$ cat src/verilog/tdl_regs_defs.vh
// register offsets, fields, reset values and timing for the trigger drive register
`ifndef TDL_REGS_DEFS_VH
`define TDL_REGS_DEFS_VH

`define TDL_ADDR_W          6
`define TDL_DRIVE_LA_OFFSET 6'h26

`define TDL_TTL_MSB         15
`define TDL_TTL_LSB         8
`define TDL_LA_MSB          7
`define TDL_LA_LSB          0
`define TDL_PULSE_BIT       2
`define TDL_ECL1_BIT        1
`define TDL_ECL0_BIT        0

`define TDL_TTL_RESET       8'h00
`define TDL_ECL_RESET       2'h0
`define TDL_PULSE_RESET     1'h0

`define TDL_OMS_DISABLED    3'h0
`define TDL_OMS_SOURCE      3'h1
`define TDL_OMS_STARTSTOP   3'h2

`define TDL_OTS_ECL0        4'h8
`define TDL_OTS_ECL1        4'h9

`define TDL_MCLK_HZ         40000000
`define TDL_SYNC_HZ         10000000
`define TDL_SYNC_DIV        (`TDL_MCLK_HZ / `TDL_SYNC_HZ)
`define TDL_TICK_LAST       2'h3
`define TDL_PULSE_NS        100
`define TDL_MCLK_NS         25
`define TDL_PULSE_CYC       ((`TDL_PULSE_NS + `TDL_MCLK_NS - 1) / `TDL_MCLK_NS)

`endif

$ cat src/verilog/tdl_sync_stage.v
// two flip-flop retiming stage advancing on the 10 MHz tick
`timescale 1ns/1ps
module tdl_sync_stage #(
  parameter WIDTH = 10
) (
  input  wire             mclk,
  input  wire             rstSync_n,
  input  wire             tick,
  input  wire [WIDTH-1:0] reqIn,
  output reg  [WIDTH-1:0] lineOut
);

  reg [WIDTH-1:0] stage1_r;

  always @(posedge mclk or negedge rstSync_n) begin
    if (!rstSync_n) begin
      stage1_r <= {WIDTH{1'b0}};
      lineOut  <= {WIDTH{1'b0}};
    end else if (tick) begin
      stage1_r <= reqIn;
      lineOut  <= stage1_r;
    end
  end

endmodule // tdl_sync_stage

$ cat src/verilog/tdl_trigger_drive.v
// trigger drive and logical address register with synchronised line drivers
`timescale 1ns/1ps
`include "tdl_regs_defs.vh"
module tdl_trigger_drive (
  input  wire                   mclk,
  input  wire                   rst_n,
  input  wire                   softReset,
  input  wire [`TDL_ADDR_W-1:0] regAddr,
  input  wire                   regWrite,
  input  wire                   regRead,
  input  wire [15:0]            regWrData,
  output reg  [15:0]            regRdData,
  input  wire [7:0]             logicalAddressSwitch,
  input  wire [2:0]             outputTriggerProtocolSelect,
  input  wire [3:0]             outputTriggerLineSelect,
  input  wire [7:0]             ttlTriggerIn_n,
  output reg  [7:0]             ttlTriggerOut_n,
  output wire [7:0]             ttlTriggerOe,
  output wire [1:0]             eclTriggerDrive
);

  reg  [1:0]  rstPipe_r;
  wire        rstSync_n;
  reg  [1:0]  divCnt_r;
  wire        tick;
  reg  [7:0]  ttlTriggerDrive_r;
  reg  [7:0]  ttlTriggerDrive_nxt;
  reg         eclLine1Drive_r;
  reg         eclLine1Drive_nxt;
  reg         eclLine0Drive_r;
  reg         eclLine0Drive_nxt;
  reg         pulseArmed_r;
  reg         pulseArmed_nxt;
  reg         pulsePend_r;
  reg         pulsePend_nxt;
  reg         pulseOn_r;
  reg         pulseOn_nxt;
  reg         startLevel_r;
  reg         startLevel_nxt;
  reg  [7:0]  ttlLive_r;
  reg  [7:0]  logicalAddressReadback_r;
  wire        wrHit;
  wire        rdHit;
  wire        pulseZeroWr;
  wire        pulseOneWr;
  wire        srcFire;
  wire        startFire;
  reg  [9:0]  selMask;
  wire [9:0]  lineReq;
  wire [9:0]  lineDrive;

  // reset release through two flops
  always @(posedge mclk or negedge rst_n) begin
    if (!rst_n) begin
      rstPipe_r <= 2'h0;
    end else begin
      rstPipe_r <= {rstPipe_r[0], 1'b1};
    end
  end
  assign rstSync_n = rstPipe_r[1];

  // 10 MHz tick from the 40 MHz clock
  always @(posedge mclk or negedge rstSync_n) begin
    if (!rstSync_n) begin
      divCnt_r <= 2'h0;
    end else begin
      divCnt_r <= divCnt_r + 2'h1;
    end
  end
  assign tick = (divCnt_r == `TDL_TICK_LAST);

  assign wrHit       = regWrite && (regAddr == `TDL_DRIVE_LA_OFFSET);
  assign rdHit       = regRead && (regAddr == `TDL_DRIVE_LA_OFFSET);
  assign pulseZeroWr = wrHit && !regWrData[`TDL_PULSE_BIT];
  assign pulseOneWr  = wrHit && regWrData[`TDL_PULSE_BIT];

  // mode qualified pulse requests
  assign srcFire     = pulseZeroWr && pulseArmed_r && (outputTriggerProtocolSelect == `TDL_OMS_SOURCE);
  assign startFire   = pulseZeroWr && pulseArmed_r && (outputTriggerProtocolSelect == `TDL_OMS_STARTSTOP);

  // writable bits; bits seven to three are ignored on write
  always @* begin
    ttlTriggerDrive_nxt = ttlTriggerDrive_r;
    eclLine1Drive_nxt   = eclLine1Drive_r;
    eclLine0Drive_nxt   = eclLine0Drive_r;
    if (softReset) begin
      ttlTriggerDrive_nxt = `TDL_TTL_RESET;
      eclLine1Drive_nxt   = 1'b0;
      eclLine0Drive_nxt   = 1'b0;
    end else if (wrHit) begin
      ttlTriggerDrive_nxt = regWrData[`TDL_TTL_MSB:`TDL_TTL_LSB];
      eclLine1Drive_nxt   = regWrData[`TDL_ECL1_BIT];
      eclLine0Drive_nxt   = regWrData[`TDL_ECL0_BIT];
    end
  end

  // drive bit registers
  always @(posedge mclk or negedge rstSync_n) begin
    if (!rstSync_n) begin
      ttlTriggerDrive_r <= `TDL_TTL_RESET;
      eclLine1Drive_r   <= 1'b0;
      eclLine0Drive_r   <= 1'b0;
    end else begin
      ttlTriggerDrive_r <= ttlTriggerDrive_nxt;
      eclLine1Drive_r   <= eclLine1Drive_nxt;
      eclLine0Drive_r   <= eclLine0Drive_nxt;
    end
  end

  // pulse and start/stop sequencing
  always @* begin
    pulseArmed_nxt = pulseArmed_r;
    pulsePend_nxt  = pulsePend_r;
    pulseOn_nxt    = pulseOn_r;
    startLevel_nxt = startLevel_r;
    if (softReset) begin
      pulseArmed_nxt = 1'b1;
      pulsePend_nxt  = 1'b0;
      pulseOn_nxt    = 1'b0;
      startLevel_nxt = 1'b0;
    end else begin
      if (pulseOneWr) begin
        pulseArmed_nxt = 1'b1;
      end else if (pulseZeroWr) begin
        pulseArmed_nxt = 1'b0;
      end
      if (tick) begin
        pulseOn_nxt   = pulsePend_r;
        pulsePend_nxt = 1'b0;
      end
      if (srcFire) begin
        pulsePend_nxt = 1'b1;
      end
      if (pulseOneWr) begin
        startLevel_nxt = 1'b0;
      end else if (startFire) begin
        startLevel_nxt = 1'b1;
      end
    end
  end

  // pulse state registers
  always @(posedge mclk or negedge rstSync_n) begin
    if (!rstSync_n) begin
      pulseArmed_r <= 1'b1;
      pulsePend_r  <= 1'b0;
      pulseOn_r    <= 1'b0;
      startLevel_r <= 1'b0;
    end else begin
      pulseArmed_r <= pulseArmed_nxt;
      pulsePend_r  <= pulsePend_nxt;
      pulseOn_r    <= pulseOn_nxt;
      startLevel_r <= startLevel_nxt;
    end
  end

  // output line select decode
  always @* begin
    selMask = 10'h000;
    case (outputTriggerLineSelect)
      4'h0: selMask = 10'h001;
      4'h1: selMask = 10'h002;
      4'h2: selMask = 10'h004;
      4'h3: selMask = 10'h008;
      4'h4: selMask = 10'h010;
      4'h5: selMask = 10'h020;
      4'h6: selMask = 10'h040;
      4'h7: selMask = 10'h080;
      `TDL_OTS_ECL0: selMask = 10'h100;
      `TDL_OTS_ECL1: selMask = 10'h200;
      default: selMask = 10'h000;
    endcase
  end

  assign lineReq = {eclLine1Drive_r, eclLine0Drive_r, ttlTriggerDrive_r}
                 | (selMask & {10{pulseOn_r | startLevel_r}});

  tdl_sync_stage #(
    .WIDTH(10)
  ) uLineSync (
    .mclk     (mclk),
    .rstSync_n(rstSync_n),
    .tick     (tick),
    .reqIn    (lineReq),
    .lineOut  (lineDrive)
  );

  assign ttlTriggerOe    = lineDrive[7:0];
  assign eclTriggerDrive = lineDrive[9:8];

  // open-collector low level, live line state and read data
  always @(posedge mclk or negedge rstSync_n) begin
    if (!rstSync_n) begin
      ttlTriggerOut_n          <= 8'h00;
      ttlLive_r                <= 8'h00;
      logicalAddressReadback_r <= 8'h00;
      regRdData                <= 16'h0000;
    end else begin
      ttlTriggerOut_n          <= 8'h00;
      ttlLive_r                <= ~ttlTriggerIn_n;
      logicalAddressReadback_r <= logicalAddressSwitch;
      if (rdHit) begin
        regRdData <= {ttlLive_r, logicalAddressReadback_r};
      end
    end
  end

endmodule // tdl_trigger_drive
$ cat config.mk
export PLATFORM = sky130hd
export DESIGN_NAME = tdl_trigger_drive
export DESIGN_NICKNAME = d
export VERILOG_FILES = /design/src/verilog/tdl_sync_stage.v /design/src/verilog/tdl_trigger_drive.v
export VERILOG_INCLUDE_DIRS = /design/src /design/src/verilog
export SDC_FILE = /design/constraint.sdc
export NUM_CORES = 1
export LEC_CHECK = 0
export BUFFER_PORTS_ARGS = -buffer_cell sky130_fd_sc_hd__clkbuf_2
export CORE_MARGIN = 1.5
export CORE_UTILIZATION = 45
export DETAILED_ROUTE_END_ITERATION = 8
export PLACE_DENSITY = 0.68
export RECOVER_POWER = 100
export SETUP_SLACK_MARGIN = 0.15
export SLEW_MARGIN = 5
export SYNTH_ARGS = -nofsm -noshare
export SYNTH_HDL_FRONTEND = slang
export SYNTH_SLANG_ARGS = --single-unit
$ cat constraint.sdc
create_clock -name mclk -period 4.5 [get_ports mclk]
set_input_delay 0.225 -clock mclk [delete_from_list [all_inputs] [get_ports mclk]]
set_output_delay 0.225 -clock mclk [all_outputs]
set_load 0.01 [all_outputs]
[After elaboration in Yosys (flattened, before gate mapping)]
Memories as Yosys holds them, arrays and structs flattened.
Cells that the tools add are included.
Word-level totals
  register bits after elaboration: 70
  memory bits (read-only): 160
  input bits: 50
  output and inout bits: 34
  memories: 1
Cells by class
  $add $sub $neg: 1
  equality and inequality tests: 4
  muxes and demuxes: 17
  bitwise logic cells: 4
  reduce and logical (&&, ||, !) cells: 13
Memory list
  (no name shown): words 16, width 10, rd ports 1, clocked after memory_dff 0, write ports 0, RTL line tdl_trigger_drive.v:160  | case (outputTriggerLineSelect)
Operators with widths (count)
  2-to-1 mux 8 bit: 2
  2-to-1 mux 1 bit: 15
  AND 10 bit: 1
  bitwise OR 10 bit: 1
  nonzero test 3 bit: 3
  inverter 8 bit: 1
  logical AND 1 bit: 7
  == test 6 bit (second input constant): 1
  nonzero test 2 bit: 2
  == test 3 x 1 -> 1 bit (second input constant): 1
  == test 3 x 2 -> 1 bit (second input constant): 1
  adder 2 x 1 -> 2 bit (second input constant): 1
  == test 2 bit (second input constant): 1
  logical NOT 1 bit: 1
  bitwise OR 1 bit: 1

[Logic depth before layout (Yosys ltp)]
  depth after elaboration: 8
  depth in mapped cells: 4

[Modules after synthesis]
From an unflattened synthesis, not the netlist that was laid out.
Unflattened totals
  cell total of the unflattened synthesis: 201
  area total of the unflattened synthesis: 2842.7 um^2
Modules (own cells, without submodules)
  tdl_trigger_drive: times used 1, cells an instance 159, area each 2019.4 um^2
  tdl_sync_stage: times used 1, cells an instance 42, area each 823.3 um^2

[Worst setup path after synthesis]
No wires, ideal clock.
  kind: register to register
  start: reg divCnt_r[0]
  end: reg uLineSync.stage1_r[0]
  library setup time: 137 ps
  arrival time: 1279 ps
  required time: 4363 ps
  slack: 3084 ps
  cell stages (with the launch flop): 5
  period minus slack after synthesis: 1416 ps
  path through: dfrtp_1 -> ha_1 -> buf_1 -> clkbuf_1 -> a21oi_1
On the way
  cells in the longest elaborated chain, start to end: 1
RTL lines
  from (decl): RTL line tdl_trigger_drive.v:24  | reg [1:0] divCnt_r;
  from (signal assigned): RTL line tdl_trigger_drive.v:67  | divCnt_r <= divCnt_r + 2'h1;
  == test 2 bit (no source line)
  to (signal assigned): RTL line tdl_sync_stage.v:17  | stage1_r <= {WIDTH{1'b0}};
  to (signal assigned): RTL line tdl_sync_stage.v:20  | stage1_r <= reqIn;
  to (decl): RTL line tdl_sync_stage.v:13  | reg [WIDTH-1:0] stage1_r;
Every way passes these cells.
A chain may end at the register's enable or synchronous reset.

[Worst setup path after layout]
  start: in regAddr[3]
  end: reg regRdData[12]
On the way
  cells in the longest elaborated chain, start to end: 2
RTL lines
  from (decl): RTL line tdl_trigger_drive.v:8  | input wire [`TDL_ADDR_W-1:0] regAddr,
  == test 6 bit (no source line)
  logical AND 1 bit: RTL line tdl_trigger_drive.v:73  | assign rdHit = regRead && (regAddr == `TDL_DRIVE_LA_OFFSET);
  to (signal assigned): RTL line tdl_trigger_drive.v:203  | regRdData <= {ttlLive_r, logicalAddressReadback_r};
  to (decl): RTL line tdl_trigger_drive.v:12  | output reg [15:0] regRdData,
Every way passes these cells.

==> metrics.log <==
[metrics] Post-Synthesis Mean Instance Area: 13.0 sq um
[metrics] slack of the worst reg-to-reg path: 2.46 ns
[metrics] most common cell after layout, fill and taps aside: dfrtp_1
[metrics] area growth from synthesis to layout: 24.9%
[metrics] number of cells on the worst hold path: 2
[metrics] via count of the first global-routing pass: 1681
[metrics] CP Data Required Time: 4.72 ns
[metrics] number of levels in the clock H-tree: 3
[metrics] result of the run: completed
[metrics] largest area contributor in the synthesized netlist: dfrtp_1
[metrics] total congestion overflow after global routing: 0
[metrics] TritonCTS clock tree: yes
[metrics] Vert. Die Dim: 81.0 microns
[metrics] final routed DRC violation total: 0
[metrics] Routed WL: 5010 microns
[metrics] post-synthesis sequential area ratio: 64.1%
[metrics] std cell rows: 28
[metrics] type of the most critical hold path: input port to flip-flop
[metrics] wire length of the first global-routing pass: 7900 microns
[metrics] Power per Cell Area: 416 nW/um^2
[metrics] number of slew-limit violations in the final report: 0
[metrics] most frequent cells in the layout: dfrtp_1 (69), clkbuf_2 (42), clkbuf_1 (30), a21oi_1 (23), mux2_2 (16)
[metrics] top fanout value on the critical path: 16
[metrics] Clock Sinks: 70
[metrics] number of nets with antenna violations after detailed routing: 0
[metrics] final weighted congestion in routability-driven placement: 0.765
[metrics] CTS Root Cell: clkbuf_8
[metrics] CTS Buf Count: 9
[metrics] number of setup violations in the final report: 0
[metrics] horizontal die dimension: 81.0 microns
[metrics] DRC marker count from the first detailed-route iteration: 64
[metrics] share of the synthesized area in compound gates (AO/OA/AOI/OAI): 9.61%
[metrics] maximum operating frequency: 471 MHz
[metrics] overall die area: 6550 sq um
[metrics] via density per instance: 4.89
[metrics] kind of start point of the critical path: input port
[metrics] multiplexer share of the synthesized area: 12.4%
[metrics] Ys Warns: 0
[metrics] clk_lat worst skew: 0.34 ns
[metrics] number of I/O pins: 84
[metrics] category of the worst setup path capture point: flip-flop
[metrics] min Tclk post-route: 2.12 ns
[metrics] share of post-route cells with drive strength above 1: 25.2%
[metrics] Register-to-Register Path Depth: 3
[metrics] Core Region: 5890 sq um
[metrics] worst hold slack across all endpoints: 0.0182 ns
[metrics] fraction of post-synthesis cell area in the top cell type by area: 63.1%
[metrics] number of antenna violations at the first check in global routing: 0
[metrics] Buffers on Ports: 70
[metrics] vias: 1840
[metrics] n_diodes: 0
[metrics] starting density of the core: 46.5%
[metrics] peak supply drop: 0.207 mV
[metrics] smallest setup slack after layout: 2.38 ns
[metrics] number of library cell types mapped by synthesis: 32
[metrics] Clock transition at path regs: 0.08 ns
[metrics] Post-Syn Area: 2740 sq um
[metrics] number of detailed-route iterations in the first pass: 4
[metrics] dpl hpwl: 3400 microns
[metrics] Adder-Cell Fraction of Synth Area: 0.457%
[metrics] top area cells in the synthesized netlist: dfrtp_1 (63%), mux2_2 (6.6%), mux2_4 (5.5%)
[metrics] wire length per cell: 13.3 microns
[metrics] Slew HR: 8.87%
[metrics] accumulated negative setup slack: 0 ns
[metrics] clk buf depth: 2
[metrics] unrepaired setup endpoints after global routing: false
[metrics] Max Cap Violations: 0
[metrics] share of the synthesized netlist area taken by xor and xnor gates: 0%
[metrics] Overall Global Routing Usage: 16.3%
[metrics] post-route clock period utilization: 47.2%
[metrics] leakage power: 1.66 nW
[metrics] simple-gate share of the synthesized area: 7.78%
[metrics] Pwr Total: 1.42 mW
[metrics] Crit Path Category: input port to flip-flop
[metrics] Final Net Count: 347
[metrics] Worst Path Arrival: 2.34 ns
[metrics] # fillers: 519
[metrics] clock tree skew after final layout: 0.0106 ns
[metrics] count of state elements after synthesis: 70
[metrics] fraction of the core area covered by cells at the end of the flow: 58.0%
[metrics] total count of hold-check failures in the final report: 0
[metrics] dominant combinational cell family by area after synthesis: multiplexers
[metrics] Setup WS pre-CTS: 2.73 ns
[metrics] post-synthesis instance total: 211
[metrics] transition at the pin with the smallest max-transition slack: 1.37 ns
[metrics] largest net degree at the start of global routing: 37
## through the flow
stage / cells / instance area, sq um
2_1_floorplan: 218 / 2760
3_3_place_gp: 347 / 3120
3_5_place_dp: 347 / 3120
4_1_cts: 372 / 3470
5_1_grt: 376 / 3420
6_report: 376 / 3420
## flip-flops by register name, summed over array words and instances, names as in the netlist
name	flops
uLineSync.stage1_r	10
startLevel_r	1
pulseOn_r	1
eclLine0Drive_r	1
eclLine1Drive_r	1
rstPipe_r	2
ttlLive_r	8
ttlTriggerDrive_r	8
uLineSync.lineOut	10
regRdData	16
pulseArmed_r	1
logicalAddressReadback_r	8
pulsePend_r	1
divCnt_r	2
## report_power, final
group	total (mW)	switching, mW	internal (mW)
Sequential	0.674	0.0175	0.657
Clock	0.652	0.228	0.425
Combinational	0.0949	0.0506	0.0443
Total	1.42	0.296	1.13
## per-layer routing
layer | part of all wire [%] | track usage [%] | vias to the layer above
li1 | - | - | 891
met2 | 47 | 22.6 | 56
met5 | 0 | 0 | -
met1 | 47 | 23.5 | 887
met4 | 1.5 | 8.28 | 0
met3 | 5.0 | 4.49 | 6
## critical path: stages
cell      delay, ns
clkbuf_2       0.09
and4bb_1       0.58
nand4b_1       0.81
mux2_1         0.63
## kinds of logic (layout without fill, tap and decap cells)
| kind of cell | after synthesis | after routing |
|---|---|---|
| flops | 70 | 70 |
| compound gates | 46 | 46 |
| simple gates | 36 | 36 |
| buf+inv | 29 | 112 |
| mux | 27 | 27 |
| other cells | 2 | 9 |
| fa+ha+maj | 1 | 1 |
## worst paths after layout
| path | startpoint | to |
|---|---|---|
| worst min-delay path | ttlTriggerIn_n[2] | ttlLive_r[2] |
| min in group asynchronous | rst_n | rstPipe_r[1] |
| max in group asynchronous | rstPipe_r[1] | pulseArmed_r |
| worst max register to register | divCnt_r[0] | uLineSync.lineOut[3] |
| worst max-delay path | regAddr[3] | regRdData[12] |
| worst min register to register | rstPipe_r[0] | rstPipe_r[1] |
## synth_stat cells
library cell   n
dfrtp_1       69
a21oi_1       23
mux2_2        16
nor2_1        12
inv_1         11
mux2_4        10
nand3_1       10
o21ai_0       10
buf_4          8
clkbuf_1       7
a31oi_1        5
a41oi_1        5
nor2b_1        4
buf_1          2
conb_1         2
and3b_1        1
and4bb_2       1
buf_6          1
dfstp_2        1
ha_1           1
mux2i_1        1
nand2_1        1
nand2b_1       1
nand3b_1       1
nand4_1        1
nand4b_4       1
nand4bb_1      1
nor3_1         1
nor3b_1        1
o21a_1         1
o21ai_1        1
o21ba_2        1
## timing repair
| item | 4_1_cts | 5_1_grt |
|---|---|---|
| resized for setup | 0 | 0 |
| hold buffers | 9 | 4 |
| setup endpoints to repair | 0 | 0 |
| setup buffers | 0 | 0 |
| hold endpoints to repair | 10 | 4 |
## final cells by class
class	instances	area, sq um	share of cell area, %
Tap cell	75	93.8	2.75
Timing Repair Buffer	85	457	13.4
Clock buffer	10	128	3.74
Sequential cell	70	1750	51.3
Inverter	11	41.3	1.21
Multi-Input combinational cell	119	810	23.7
Clock inverter	6	134	3.92
Note: power is estimated with default switching activity, not from simulation.
